### src/core/eeprom_ctl_pkg.sv
// Shared constants and types of the serial EEPROM access controller
package eeprom_ctl_pkg;
  // Register byte offsets
  localparam logic [7:0] CTRL_OFFSET = 8'ha0;
  localparam logic [7:0] ADDR_DATA_OFFSET = 8'ha4;
  // Control register fields
  localparam int START_BIT = 0;
  localparam int CMD_LSB = 1;
  localparam int AL_STATUS_BIT = 4;
  localparam int AL_DISABLE_BIT = 5;
  localparam int RATE_LSB = 6;
  localparam int STATUS_LSB = 8;
  localparam logic [7:0] STATUS_WR_MASK = 8'h8c;
  localparam logic [2:0] CMD_RESET = 3'h0;
  localparam logic AL_DISABLE_RESET = 1'b1;
  localparam logic [1:0] RATE_RESET = 2'h1;
  // Status byte bits
  localparam int WIP_BIT = 0;
  localparam int WEL_BIT = 1;
  // Command codes, also the serial opcodes
  localparam logic [2:0] CMD_WRSR = 3'h1;
  localparam logic [2:0] CMD_WRITE = 3'h2;
  localparam logic [2:0] CMD_READ = 3'h3;
  localparam logic [2:0] CMD_WRDI = 3'h4;
  localparam logic [2:0] CMD_RDSR = 3'h5;
  localparam logic [2:0] CMD_WREN = 3'h6;
  // Clock rate codes
  localparam logic [1:0] RATE_DIV64 = 2'h1;
  localparam logic [1:0] RATE_TEST = 2'h3;
  // Serial clock timing
  localparam int CORE_CLK_MHZ = 250;
  localparam int CORE_DIV = 64;
  localparam int PCLK_PERIOD_NS = 8;
  localparam int SCK_PERIOD_NS = CORE_DIV * 1000 / CORE_CLK_MHZ;
  localparam int SCK_HALF_CYC = SCK_PERIOD_NS / (2 * PCLK_PERIOD_NS);
  localparam int TEST_HALF_CYC = 2;
  localparam int HALF_W = 8;
  // Frame lengths in bits
  localparam int FRAME_W = 40;
  localparam int CNT_W = 6;
  localparam logic [5:0] BITS_OPC = 6'h08;
  localparam logic [5:0] BITS_STAT = 6'h10;
  localparam logic [5:0] BITS_WORD = 6'h28;
  // Sequencer states
  typedef enum logic [1:0] {
    ST_IDLE = 2'b00,
    ST_LAUNCH = 2'b01,
    ST_WAIT = 2'b10,
    ST_FINISH = 2'b11
  } seq_state_t;
endpackage : eeprom_ctl_pkg

### src/core/sck_tick_gen.sv
// Half-period tick generator for the serial EEPROM clock
`timescale 1ns/10ps
module sck_tick_gen #(
  parameter int HALF_W = 8
) (
  input wire logic pclk,
  input wire logic presetn,
  input wire logic run,
  input wire logic [HALF_W-1:0] half_cyc,
  output logic tick
);
  logic [HALF_W-1:0] cnt_r; // Cycles since last tick

  // Count restarts whenever no frame runs, so every frame has even phases
  always_ff @(posedge pclk or negedge presetn) begin
    if (!presetn) begin
      cnt_r <= '0;
    end else if (!run || tick) begin
      cnt_r <= '0;
    end else begin
      cnt_r <= cnt_r + 1'b1;
    end
  end

  // Tick on last cycle of each half period
  assign tick = run && (cnt_r == half_cyc - 1'b1);
endmodule : sck_tick_gen

### src/core/serial_frame_shifter.sv
// One chip-select frame on the serial EEPROM, mode 0, MSB first
`timescale 1ns/10ps
module serial_frame_shifter #(
  parameter int FRAME_W = 40,
  parameter int CNT_W = 6
) (
  input wire logic pclk,
  input wire logic presetn,
  input wire logic start,
  input wire logic [CNT_W-1:0] nbits,
  input wire logic [FRAME_W-1:0] tx_data,
  input wire logic tick,
  input wire logic miso_s,
  output logic busy,
  output logic done,
  output logic [15:0] rx_data,
  output logic sck,
  output logic mosi,
  output logic cs_n
);
  logic [FRAME_W-1:0] tx_r; // Outgoing bits, MSB on the wire
  logic [CNT_W-1:0] cnt_r; // Bits clocked so far

  // Frame engine: data changes on falling edge, sampled on rising edge
  always_ff @(posedge pclk or negedge presetn) begin
    if (!presetn) begin
      busy <= 1'b0;
      done <= 1'b0;
      tx_r <= '0;
      cnt_r <= '0;
      rx_data <= '0;
      sck <= 1'b0;
      mosi <= 1'b0;
      cs_n <= 1'b1;
    end else begin
      done <= 1'b0;
      if (start && !busy) begin
        busy <= 1'b1;
        cs_n <= 1'b0;
        tx_r <= tx_data << 1;
        mosi <= tx_data[FRAME_W-1];
        cnt_r <= '0;
      end else if (busy && tick && !sck) begin
        // Rising edge: capture one bit
        sck <= 1'b1;
        rx_data <= {rx_data[14:0], miso_s};
        cnt_r <= cnt_r + 1'b1;
      end else if (busy && tick) begin
        // Falling edge: next bit, or close the frame
        sck <= 1'b0;
        if (cnt_r == nbits) begin
          busy <= 1'b0;
          done <= 1'b1;
          cs_n <= 1'b1;
          mosi <= 1'b0;
        end else begin
          mosi <= tx_r[FRAME_W-1];
          tx_r <= tx_r << 1;
        end
      end
    end
  end
endmodule : serial_frame_shifter

### src/core/eeprom_access_ctrl.sv
// APB-controlled access to an external serial configuration EEPROM
// How it works
// - Start bit zero launches one access cycle
// - Command field picks the serial operation
// - Autoload status set only after successful load
// - Autoload disable bit, resets set, blocks load
// - Clock rate field sets serial clock divider
// - Bit eight shows write in process
// - Bit nine shows write enable latch
// - Bits ten, eleven hold block protection
// - Bit fifteen write protect; twelve-fourteen read-only
// - Low half of word holds address
// - High half holds data written or read
//
// The APB slave port is this design's own decision.
`timescale 1ns/10ps
module eeprom_access_ctrl #(
  parameter int AUTOLOAD_WORDS = 8,
  parameter logic [15:0] AUTOLOAD_SIG = 16'h5a3c, // Arbitrary image marker
  parameter int HALF_W = eeprom_ctl_pkg::HALF_W
) (
  input wire logic pclk,
  input wire logic presetn,
  input wire logic psel,
  input wire logic penable,
  input wire logic pwrite,
  input wire logic [7:0] paddr,
  input wire logic [31:0] pwdata,
  input wire logic [3:0] pstrb,
  output logic [31:0] prdata,
  output logic pready,
  output logic pslverr,
  input wire logic fundamental_reset_pin_n,
  output logic eeprom_sck,
  output logic eeprom_cs_n,
  output logic eeprom_mosi,
  input wire logic eeprom_miso,
  output logic cfg_load_valid,
  output logic [7:0] cfg_load_index,
  output logic [15:0] cfg_load_data,
  output logic autoload_busy
);
  // Software-visible state
  logic start_r; // Access in progress
  logic [2:0] cmd_r; // Selected operation
  logic al_status_r; // Autoload result
  logic al_disable_r; // Autoload suppress
  logic [1:0] rate_r; // Serial clock rate code
  logic [7:0] status_r; // Mirror of the EEPROM status byte
  logic [15:0] addr_r; // EEPROM word address
  logic [15:0] data_r; // Word to write or word read
  logic [31:0] prdata_r; // Read data captured in setup
  // Sequencer
  eeprom_ctl_pkg::seq_state_t state_r;
  logic al_active_r; // Autoload owns the sequencer
  logic [7:0] al_index_r; // Autoload word index, zero is the marker
  logic al_ok_r; // Marker matched
  logic [2:0] frame_cmd; // Command of the current frame
  logic [15:0] frame_addr; // Address of the current frame
  // Synchronisers for the pins
  logic miso_m_r;
  logic miso_s_r;
  logic frst_m_r;
  logic frst_s_r;
  logic frst_d_r; // Delayed copy for edge detect
  logic frst_rise; // Fundamental reset released
  // Frame engine hookup
  logic launch; // One-cycle frame start
  logic [5:0] nbits; // Frame length
  logic [39:0] tx_word; // Frame bits, left aligned
  logic tick;
  logic sh_busy;
  logic sh_done;
  logic [15:0] sh_rx;
  logic [HALF_W-1:0] half_cyc;
  // Bus decode
  logic hit_ctrl;
  logic hit_ad;
  logic wr_acc; // Write taken this edge
  logic sw_start; // Software start request
  logic idle_sw; // Registers open to software writes

  assign hit_ctrl = (paddr == eeprom_ctl_pkg::CTRL_OFFSET);
  assign hit_ad = (paddr == eeprom_ctl_pkg::ADDR_DATA_OFFSET);
  assign wr_acc = psel && penable && pwrite;
  // Writes while a cycle runs are dropped, so the frame sees stable fields
  assign idle_sw = !start_r && !al_active_r;
  assign sw_start = wr_acc && hit_ctrl && idle_sw && pstrb[0] &&
                    pwdata[eeprom_ctl_pkg::START_BIT];

  // Zero-wait slave; data was captured in setup
  assign pready = psel && penable;
  assign pslverr = psel && penable && !hit_ctrl && !hit_ad;
  assign prdata = prdata_r;

  // Pin synchronisers, two stages before any logic
  always_ff @(posedge pclk or negedge presetn) begin
    if (!presetn) begin
      miso_m_r <= 1'b0;
      miso_s_r <= 1'b0;
      // Pin idles high, so reset to high: no false release edge after reset
      frst_m_r <= 1'b1;
      frst_s_r <= 1'b1;
      frst_d_r <= 1'b1;
    end else begin
      miso_m_r <= eeprom_miso;
      miso_s_r <= miso_m_r;
      frst_m_r <= fundamental_reset_pin_n;
      frst_s_r <= frst_m_r;
      frst_d_r <= frst_s_r;
    end
  end
  assign frst_rise = frst_s_r && !frst_d_r;

  // Read data capture in the setup cycle
  always_ff @(posedge pclk or negedge presetn) begin
    if (!presetn) begin
      prdata_r <= '0;
    end else if (psel && !penable) begin
      if (hit_ctrl) begin
        prdata_r <= {16'h0000, status_r, rate_r, al_disable_r, al_status_r, cmd_r, start_r};
      end else if (hit_ad) begin
        prdata_r <= {data_r, addr_r};
      end else begin
        prdata_r <= '0;
      end
    end
  end

  // Control fields written by software
  always_ff @(posedge pclk or negedge presetn) begin
    if (!presetn) begin
      cmd_r <= eeprom_ctl_pkg::CMD_RESET;
      al_disable_r <= eeprom_ctl_pkg::AL_DISABLE_RESET;
      rate_r <= eeprom_ctl_pkg::RATE_RESET;
    end else if (wr_acc && hit_ctrl && idle_sw && pstrb[0]) begin
      cmd_r <= pwdata[eeprom_ctl_pkg::CMD_LSB +: 3];
      al_disable_r <= pwdata[eeprom_ctl_pkg::AL_DISABLE_BIT];
      rate_r <= pwdata[eeprom_ctl_pkg::RATE_LSB +: 2];
    end
  end

  // Start bit: software sets, sequencer clears at the end of the cycle
  always_ff @(posedge pclk or negedge presetn) begin
    if (!presetn) begin
      start_r <= 1'b0;
    end else if (sw_start) begin
      start_r <= 1'b1;
    end else if (state_r == eeprom_ctl_pkg::ST_FINISH && !al_active_r) begin
      start_r <= 1'b0;
    end
  end

  // Status byte mirror: writable bits from software, rest from the part
  always_ff @(posedge pclk or negedge presetn) begin
    if (!presetn) begin
      status_r <= '0;
    end else if (state_r == eeprom_ctl_pkg::ST_FINISH && !al_active_r) begin
      if (frame_cmd == eeprom_ctl_pkg::CMD_RDSR) begin
        status_r <= sh_rx[7:0];
      end else if (frame_cmd == eeprom_ctl_pkg::CMD_WRITE ||
                   frame_cmd == eeprom_ctl_pkg::CMD_WRSR) begin
        // Part starts its internal write and drops its latch
        status_r[eeprom_ctl_pkg::WIP_BIT] <= 1'b1;
        status_r[eeprom_ctl_pkg::WEL_BIT] <= 1'b0;
      end else if (frame_cmd == eeprom_ctl_pkg::CMD_WREN) begin
        status_r[eeprom_ctl_pkg::WEL_BIT] <= 1'b1;
      end else if (frame_cmd == eeprom_ctl_pkg::CMD_WRDI) begin
        status_r[eeprom_ctl_pkg::WEL_BIT] <= 1'b0;
      end
    end else if (wr_acc && hit_ctrl && idle_sw && pstrb[1]) begin
      // Only block protection and write protect are writable
      status_r <= (status_r & ~eeprom_ctl_pkg::STATUS_WR_MASK) |
                  (pwdata[eeprom_ctl_pkg::STATUS_LSB +: 8] &
                   eeprom_ctl_pkg::STATUS_WR_MASK);
    end
  end

  // Address and data word
  always_ff @(posedge pclk or negedge presetn) begin
    if (!presetn) begin
      addr_r <= '0;
      data_r <= '0;
    end else if (state_r == eeprom_ctl_pkg::ST_FINISH && !al_active_r &&
                 frame_cmd == eeprom_ctl_pkg::CMD_READ) begin
      data_r <= sh_rx;
    end else if (wr_acc && hit_ad && idle_sw) begin
      if (pstrb[0]) begin
        addr_r[7:0] <= pwdata[7:0];
      end
      if (pstrb[1]) begin
        addr_r[15:8] <= pwdata[15:8];
      end
      if (pstrb[2]) begin
        data_r[7:0] <= pwdata[23:16];
      end
      if (pstrb[3]) begin
        data_r[15:8] <= pwdata[31:24];
      end
    end
  end

  // Frame contents: autoload always reads, software uses its command
  assign frame_cmd = al_active_r ? eeprom_ctl_pkg::CMD_READ : cmd_r;
  assign frame_addr = al_active_r ? {8'h00, al_index_r} : addr_r;

  // Frame length and bits per command
  always_comb begin
    nbits = eeprom_ctl_pkg::BITS_OPC;
    tx_word = {5'b00000, frame_cmd, 32'h0000_0000};
    if (frame_cmd == eeprom_ctl_pkg::CMD_READ) begin
      nbits = eeprom_ctl_pkg::BITS_WORD;
      tx_word = {5'b00000, frame_cmd, frame_addr, 16'h0000};
    end else if (frame_cmd == eeprom_ctl_pkg::CMD_WRITE) begin
      nbits = eeprom_ctl_pkg::BITS_WORD;
      tx_word = {5'b00000, frame_cmd, frame_addr, data_r};
    end else if (frame_cmd == eeprom_ctl_pkg::CMD_WRSR) begin
      nbits = eeprom_ctl_pkg::BITS_STAT;
      tx_word = {5'b00000, frame_cmd, status_r, 24'h000000};
    end else if (frame_cmd == eeprom_ctl_pkg::CMD_RDSR) begin
      nbits = eeprom_ctl_pkg::BITS_STAT;
    end
  end

  // Serial clock rate; reserved codes fall back to the normal divider
  always_comb begin
    if (rate_r == eeprom_ctl_pkg::RATE_TEST) begin
      half_cyc = HALF_W'(eeprom_ctl_pkg::TEST_HALF_CYC);
    end else begin
      half_cyc = HALF_W'(eeprom_ctl_pkg::SCK_HALF_CYC);
    end
  end

  assign launch = (state_r == eeprom_ctl_pkg::ST_LAUNCH);

  // Sequencer: one frame per software start with a defined command, or per autoload word
  always_ff @(posedge pclk or negedge presetn) begin
    if (!presetn) begin
      state_r <= eeprom_ctl_pkg::ST_IDLE;
    end else begin
      case (state_r)
        eeprom_ctl_pkg::ST_IDLE: begin
          if (al_active_r) begin
            state_r <= eeprom_ctl_pkg::ST_LAUNCH;
          end else if (start_r) begin
            // Undefined codes finish at once with no frame
            if (cmd_r == eeprom_ctl_pkg::CMD_WRSR || cmd_r == eeprom_ctl_pkg::CMD_WRITE ||
                cmd_r == eeprom_ctl_pkg::CMD_READ || cmd_r == eeprom_ctl_pkg::CMD_WRDI ||
                cmd_r == eeprom_ctl_pkg::CMD_RDSR || cmd_r == eeprom_ctl_pkg::CMD_WREN) begin
              state_r <= eeprom_ctl_pkg::ST_LAUNCH;
            end else begin
              state_r <= eeprom_ctl_pkg::ST_FINISH;
            end
          end
        end
        eeprom_ctl_pkg::ST_LAUNCH: begin
          state_r <= eeprom_ctl_pkg::ST_WAIT;
        end
        eeprom_ctl_pkg::ST_WAIT: begin
          if (sh_done) begin
            state_r <= eeprom_ctl_pkg::ST_FINISH;
          end
        end
        default: begin
          state_r <= eeprom_ctl_pkg::ST_IDLE;
        end
      endcase
    end
  end

  // Autoload: marker word at zero, then the configuration words
  always_ff @(posedge pclk or negedge presetn) begin
    if (!presetn) begin
      al_active_r <= 1'b0;
      al_index_r <= '0;
      al_ok_r <= 1'b0;
      al_status_r <= 1'b0;
    end else if (frst_rise && !al_active_r && !start_r && !al_disable_r) begin
      al_active_r <= 1'b1;
      al_index_r <= '0;
      al_status_r <= 1'b0;
    end else if (al_active_r && state_r == eeprom_ctl_pkg::ST_FINISH) begin
      if (al_index_r == 8'h00) begin
        al_ok_r <= (sh_rx == AUTOLOAD_SIG);
        if (sh_rx != AUTOLOAD_SIG) begin
          al_active_r <= 1'b0; // Blank or foreign image: status stays 0
        end
      end
      if (al_index_r == 8'(AUTOLOAD_WORDS)) begin
        al_active_r <= 1'b0;
        al_status_r <= al_ok_r;
      end
      al_index_r <= al_index_r + 1'b1;
    end
  end

  // Configuration word strobe toward the loaded registers
  always_ff @(posedge pclk or negedge presetn) begin
    if (!presetn) begin
      cfg_load_valid <= 1'b0;
      cfg_load_index <= '0;
      cfg_load_data <= '0;
    end else begin
      cfg_load_valid <= al_active_r && state_r == eeprom_ctl_pkg::ST_FINISH &&
                        al_index_r != 8'h00;
      if (al_active_r && state_r == eeprom_ctl_pkg::ST_FINISH) begin
        cfg_load_index <= al_index_r - 1'b1;
        cfg_load_data <= sh_rx;
      end
    end
  end
  assign autoload_busy = al_active_r;

  // Serial clock timing
  sck_tick_gen #(.HALF_W(HALF_W)) u_tick (
    .pclk(pclk),
    .presetn(presetn),
    .run(sh_busy),
    .half_cyc(half_cyc),
    .tick(tick)
  );

  // Frame engine on the EEPROM pins
  serial_frame_shifter #(
    .FRAME_W(eeprom_ctl_pkg::FRAME_W),
    .CNT_W(eeprom_ctl_pkg::CNT_W)
  ) u_shift (
    .pclk(pclk),
    .presetn(presetn),
    .start(launch),
    .nbits(nbits),
    .tx_data(tx_word),
    .tick(tick),
    .miso_s(miso_s_r),
    .busy(sh_busy),
    .done(sh_done),
    .rx_data(sh_rx),
    .sck(eeprom_sck),
    .mosi(eeprom_mosi),
    .cs_n(eeprom_cs_n)
  );
endmodule : eeprom_access_ctrl

### config.mk
export PLATFORM = sky130hd
export DESIGN_NAME = eeprom_access_ctrl
export DESIGN_NICKNAME = d
export VERILOG_FILES = /design/src/core/eeprom_ctl_pkg.sv /design/src/core/sck_tick_gen.sv /design/src/core/serial_frame_shifter.sv /design/src/core/eeprom_access_ctrl.sv
export SDC_FILE = /design/constraint.sdc
export NUM_CORES = 1
export LEC_CHECK = 0
export BUFFER_PORTS_ARGS = -buffer_cell sky130_fd_sc_hd__buf_2
export CAP_MARGIN = 20
export CORE_MARGIN = 4
export CORE_UTILIZATION = 52
export DETAILED_ROUTE_END_ITERATION = 8
export GPL_ROUTABILITY_DRIVEN = 1
export GPL_TIMING_DRIVEN = 0
export PLACE_DENSITY = 0.77
export SLEW_MARGIN = 20
export SYNTH_ARGS = -nofsm -noshare
export SYNTH_HDL_FRONTEND = slang
export SYNTH_SLANG_ARGS = --single-unit
### constraint.sdc
create_clock -name pclk -period 2.2 [get_ports pclk]
set_input_delay 0.11 -clock pclk [delete_from_list [all_inputs] [get_ports pclk]]
set_output_delay 0.11 -clock pclk [all_outputs]
set_load 0.02 [all_outputs]
# [Word level (Yosys, flattened, before mapping)]
# Index checks and enable logic that the tools add are counted.
[word_totals] reg_bits=197 word_cells=212 out_inout_bits=63 inputBits=51
[op_classes] eq_ne=30 n_addsub=5 bitwise=4 mux=66 reduce_logical=73
[ops] cell="2-to-1 mux 32 bit" n=5
[ops] cell="2-to-1 mux 40 bit" n=4
[ops] cell="2-to-1 mux 8 bit" n=7
[ops] cell="2-to-1 mux 16 bit" n=3
[ops] cell="2-to-1 mux 1 bit" n=32
[ops] cell="2-to-1 mux 6 bit" n=5
[ops] cell="logical AND 1 bit" n=25
[ops] cell="nonzero test 2 bit" n=11
[ops] cell="AND reduction 2 bit" n=10
[ops] cell="equality test 3 bit, second input constant" n=6
[ops] cell="AND reduction 3 bit" n=6
[ops] cell="adder 8 x 1 -> 8 bit, second input constant" n=2
[ops] cell="equality test 16 x 15 -> 1 bit, second input constant" n=1
[ops] cell="equality test 8 bit, second input constant" n=2
[ops] cell="!= test 16 x 15 -> 1 bit, second input constant" n=1
[ops] cell="2-to-1 mux 5 bit" n=3
[ops] cell="equality test 3 x 2 -> 1 bit, second input constant" n=4
[ops] cell="2-to-1 mux 2 bit" n=5
[ops] cell="logical NOT 1 bit" n=9
[ops] cell="equality test 8 x 4 -> 1 bit, second input constant" n=1
[ops] cell="equality test 8 bit" n=1
[ops] cell="logical NOT 8 bit" n=1
[ops] cell="!= test 2 x 1 -> 1 bit, second input constant" n=4
[ops] cell="bitwise OR 7 x 8 -> 8 bit" n=1
[ops] cell="other kinds (17)" n=29

# [Longest topological paths before layout]
[logic_depth] word_depth=11 mapped_depth=10 ltp_nobuf=7

# [Cells and area by module]
# A second synthesis with hierarchy kept.
[unflattened] cells_unflattened=1054 area_unflattened_um2=10107.2
[modules_own_cells] module="eeprom_access_ctrl" cells_per_inst=586 n_inst=1 area_per_inst_um2=5900.7 seq_area_each_um2=3059.2
[modules_own_cells] module="serial_frame_shifter" cells_per_inst=392 n_inst=1 area_per_inst_um2=3533.4 seq_area_each_um2=1652.8
[modules_own_cells] module="sck_tick_gen" cells_per_inst=76 n_inst=1 area_per_inst_um2=673.1 seq_area_each_um2=200.2

# [Worst setup path after synthesis]
# OpenSTA, ideal clock, no wires.
[synth_path] path_type="register -> register" start="reg cmd_r[1]" end="reg u_shift.tx_r[10]" arrival_ns=2.150 path_buffers=3 stages_incl_launch_ff=9 t_required_ns=2.075 path_slack_ns=-0.075 setup_ns=0.125 period_less_slack_ns=2.275 cell_sequence="dfrtp_1 buf_6 nor2b_1 buf_2 or3_1 a221oi_4 o21ai_4 buf_6 mux2_4"
[synth_via] elab_chain_len=9 elab_cells_between_ends=15 cone_classes="eq/ne (6); mux (8); reduce/logical (1)"
[synth_lines] element="from (decl)" line="eeprom_access_ctrl.sv:45" text="logic [2:0] cmd_r;"
[synth_lines] element="from (signal assigned)" line="eeprom_access_ctrl.sv:133" text="cmd_r <= eeprom_ctl_pkg::CMD_RESET;"
[synth_lines] element="from (signal assigned)" line="eeprom_access_ctrl.sv:137" text="cmd_r <= pwdata[eeprom_ctl_pkg::CMD_LSB +: 3];"
[synth_lines] element="2-to-1 mux 3 bit *" line="eeprom_access_ctrl.sv:204" text="assign frame_cmd = al_active_r ? eeprom_ctl_pkg::CMD_READ : cmd_r;"
[synth_lines] element="equality test 3 bit" line="eeprom_access_ctrl.sv:220" text="end else if (frame_cmd == eeprom_ctl_pkg::CMD_RDSR) begin"
[synth_lines] element="2-to-1 mux 5 bit" line="eeprom_access_ctrl.sv:220"
[synth_lines] element="2-to-1 mux 5 bit" line="eeprom_access_ctrl.sv:217" text="end else if (frame_cmd == eeprom_ctl_pkg::CMD_WRSR) begin"
[synth_lines] element="2-to-1 mux 6 bit" line="eeprom_access_ctrl.sv:214" text="end else if (frame_cmd == eeprom_ctl_pkg::CMD_WRITE) begin"
[synth_lines] element="2-to-1 mux 6 bit" line="eeprom_access_ctrl.sv:211" text="if (frame_cmd == eeprom_ctl_pkg::CMD_READ) begin"
[synth_lines] element="equality test 6 bit" line="serial_frame_shifter.sv:51" text="if (cnt_r == nbits) begin"
[synth_lines] element="!= test 2 x 1 -> 1 bit (no source line)"
[synth_lines] element="AND reduction 3 bit (no source line)"
[synth_lines] element="to (signal assigned)" line="serial_frame_shifter.sv:40" text="tx_r <= tx_data << 1;"
[synth_lines] element="to (signal assigned)" line="serial_frame_shifter.sv:58" text="tx_r <= tx_r << 1;"
[synth_lines] element="to (decl)" line="serial_frame_shifter.sv:21" text="logic [FRAME_W-1:0] tx_r;"
# Every way passes the cells marked *; elsewhere a longest branch is shown, timed or not.
# A chain may end at the register's enable or synchronous reset.

# [Worst setup path after layout]
[layout_path] start="reg rate_r[0]" end="reg u_shift.tx_r[12]"
[layout_via] elab_chain_len=9 elab_cells_between_ends=10 cone_classes="add/sub (1); eq/ne (3); mux (1); reduce/logical (5)"
[layout_lines] element="from (decl)" line="eeprom_access_ctrl.sv:48" text="logic [1:0] rate_r;"
[layout_lines] element="from (signal assigned)" line="eeprom_access_ctrl.sv:135" text="rate_r <= eeprom_ctl_pkg::RATE_RESET;"
[layout_lines] element="from (signal assigned)" line="eeprom_access_ctrl.sv:139" text="rate_r <= pwdata[eeprom_ctl_pkg::RATE_LSB +: 2];"
[layout_lines] element="equality test 2 bit *" line="eeprom_access_ctrl.sv:227" text="if (rate_r == eeprom_ctl_pkg::RATE_TEST) begin"
[layout_lines] element="2-to-1 mux 5 bit *" line="eeprom_access_ctrl.sv:227"
[layout_lines] element="subtractor 5 x 1 -> 6 bit *" line="sck_tick_gen.sv:26" text="assign tick = run && (cnt_r == half_cyc - 1'b1);"
[layout_lines] element="equality test 8 bit *" line="sck_tick_gen.sv:26"
[layout_lines] element="logical AND 1 bit *" line="sck_tick_gen.sv:26"
[layout_lines] element="logical AND 1 bit *" line="serial_frame_shifter.sv:43, serial_frame_shifter.sv:48"
[layout_lines] element="logical AND 1 bit" line="serial_frame_shifter.sv:43" text="end else if (busy && tick && !sck) begin"
[layout_lines] element="!= test 2 x 1 -> 1 bit (no source line)"
[layout_lines] element="AND reduction 3 bit (no source line) *"
# Marked as above.

==> flow_summary.json <==
{
  "io_buffers": 113,
  "ys_warn_count": 0,
  "cp-start-kind": "register",
  "p_per_area_nw_per_um2": 863,
  "critical_path.endpoint_type": "register",
  "grt_pass1_vias": 7104,
  "hold_class": "primary input to register",
  "netlist_area_um2": 8910,
  "vias_per_cell": 5.72,
  "syn-num-nets": 910,
  "leakage_nw": 5.37,
  "yosysSeqAreaShare": 0.551,
  "place_ws_ns": -0.451,
  "worstPathRequired_ns": 2.53,
  "synthArstFlopShare": 1.00,
  "die_area_um2": 19300,
  "die_x_um": 139,
  "dp_hpwl_um": 15200,
  "initial_core_util": 0.534,
  "core_um2": 16700,
  "grt_overflow": 0,
  "drv_slew": 0,
  "register_area_um2": 4910,
  "clockBufferDepth": 2,
  "cts.sinks": 196,
  "antenna_found_initial": 0,
  "insertion_delay_ns": 0.45,
  "row_count": 47,
  "drive_gt1_frac": 0.269,
  "drc": 0,
  "place.gp.congestion": 0.868,
  "fill_cells": 1274,
  "ant_nets": 0,
  "via_count": 7201,
  "worstSetupStartpoint": "rate_r[0]",
  "finish.utilization": 0.663,
  "finalClockSkew_ns": 0.0110,
  "grt_max_degree": 102,
  "drt-initial-drc-count": 488,
  "syn_to_final_growth_pct": 24.2,
  "crit_arrival_ns": 2.60,
  "worstPathMaxFanout": 9,
  "worstMarginPinSlew_ns": 0.706,
  "routedWlPerCell_um": 18.2,
  "setup_ws_ns": -0.0666,
  "synth_top_area_share": 0.533,
  "period_share": 1.03,
  "cts_made_buffers": 17,
  "max-cap-violations": 0,
  "grt_pass1_wl_um": 37100,
  "synthTopCellsByArea": "dfrtp_1 53%, mux2_2 7.1%, nand2_1 6.1%, nor2_1 3.4%, o21ai_0 2.5%",
  "syn_area_per_cell_um2": 10.5,
  "violations": "negative setup slack",
  "multi_input_area_um2": 3880,
  "finalHoldViolCount": 0,
  "fin_crit_ns": 2.27,
  "status": "finished with violations",
  "clk_pin_slew_ns": 0.07,
  "cts_tree": "yes",
  "grtUsageTotal": 0.239,
  "ys.flop_type": "dfrtp_1",
  "worstSetupPathType": "register to register",
  "rsz0062_at_grt": "true",
  "reg2reg_from": "rate_r[0]",
  "yosysMostFrequentCell": "dfrtp_1",
  "wl_um": 22900,
  "slew_headroom": 0.529,
  "holdCritStartpoint": "pwdata[27]",
  "die_y_um": 139,
  "ys_types": 55,
  "first_pass_iters": 5,
  "synth_common_cells": "190 x dfrtp_1, 145 x nand2_1, 80 x nor2_1",
  "boundaryPins": 114,
  "ir_drop_mv": 0.692,
  "synthCells": 848,
  "synth_top_area_cell": "dfrtp_1",
  "root_buffer": "clkbuf_16",
  "cts_max_level": 4,
  "setup_viol": 16,
  "synth.ff_latch_count": 196,
  "nets": 1087,
  "synth_edf_count": 0,
  "fmax_mhz": 441,
  "antenna_cells": 0
}
## sequential cells by signal (all words and copies together) (netlist names), 2 cells and up
name	count
u_shift.tx_r	39
prdata	32
addr_r	16
cfg_load_data	16
data_r	16
u_shift.rx_data	16
al_index_r	8
cfg_load_index	8
status_r	8
u_tick.cnt_r	8
u_shift.cnt_r	6
cmd_r	3
rate_r	2
state_r	2
## area by class of cell
class	instances	area share
buffer	51	0.0235
clock buffer	17	0.0384
clock inverter	15	0.0173
inverter	14	0.00475
multi-input combinational	582	0.350
sequential	196	0.444
tap	220	0.0249
timing repair buffer	163	0.0972
## stage by stage
| step | area [µm²] | setup TNS, ns | hold WS, ns | cells | total power [mW] |
|---|---|---|---|---|---|
| detailed placement | 9800 | -23.92 | 0.195 | 1182 | 6.20 |
| floorplan | 8920 | -0.375 | -0.186 | 848 | 5.55 |
| CTS | 11000 | -0.849 | 0.00567 | 1256 | 9.57 |
| global route | 11100 | -1.88 | 0.0281 | 1258 | 10.0 |
| finish | 11100 | -0.783 | 0.0207 | 1258 | 9.56 |
| global placement | 9760 | -442.65 | 0.216 | 1181 | 6.13 |
## routing by layer
metal  up-vias  global-route usage  routed length, µm  share of wire
met5         -                   0                  0              0
met3        44              0.0628               1610          0.070
met4         0              0.0695                405          0.018
met1      3554               0.329              10000           0.44
met2       266               0.377              10800           0.47
li1       3337                   -                  -              -
## final timing paths
path                            slack [ns]  depth (start not counted)                 to
min in group asynchronous             0.29                          2  cfg_load_index[6]
worst max-delay path                 -0.07                          7   u_shift.tx_r[12]
worst min register to register        0.35                          0           miso_s_r
max in group asynchronous             0.93                          3           cmd_r[0]
worst max register to register       -0.07                          7   u_shift.tx_r[12]
worst min-delay path                  0.02                          3         data_r[11]
## cell families (layout without fill, tap and decap cells)
group	count (synthesis)	after routing	synth area share
buffers and inverters	70	260	0.0319
AO/OA/AOI/OAI	130	130	0.105
flip-flops	196	196	0.551
XOR/XNOR	24	24	0.0236
multiplexers	81	81	0.103
adder cells (fa/ha/maj)	11	11	0.0154
AND/OR/NAND/NOR	336	336	0.171
## critical path, cell delays in order (launching register included)
cell	delay, ns
dfstp_2	0.54
nand2_2	0.08
mux2i_2	0.18
or4b_1	0.53
clkbuf_8	0.16
o21ai_4	0.18
buf_8	0.18
mux2_4	0.30
## power breakdown
part / internal, mW / switching, mW / leakage (nW)
sequential: 3.96 / 0.304 / 2.54
combinational: 0.775 / 1.27 / 2.53
clock: 1.73 / 1.51 / 0.300
total: 6.47 / 3.09 / 5.37
## cells in the final DEF (no fill, tap or decap), drive strengths merged, types with 3 or more instances in the layout
master and count:
nor2b 6, o31ai 3, a211oi 7, clkbuf 57
nor2 80, xnor2 14, o21ai 47, and2 4
nand3 42, nand4 14, mux2i 18, a22oi 8
nand2 145, a221oi 17, xor2 10, a22o 16
inv 21, mux2 63, dlygate4sd3 34, nor3 12
ha 11, o221ai 9, clkinv 5, dfrtp 190
nor3b 4, buf 140, a21oi 5, nand2b 6
a31oi 7, and3 8, dfstp 6
## timing repair
action,in CTS,in global routing
buffers inserted,13,2
endpoints found under the hold margin,129,0
resized for setup,44,32
pin swaps,4,5
setup endpoints to repair,99,86
hold buffers,34,0
No activity file was read; power rests on OpenSTA's default activity.
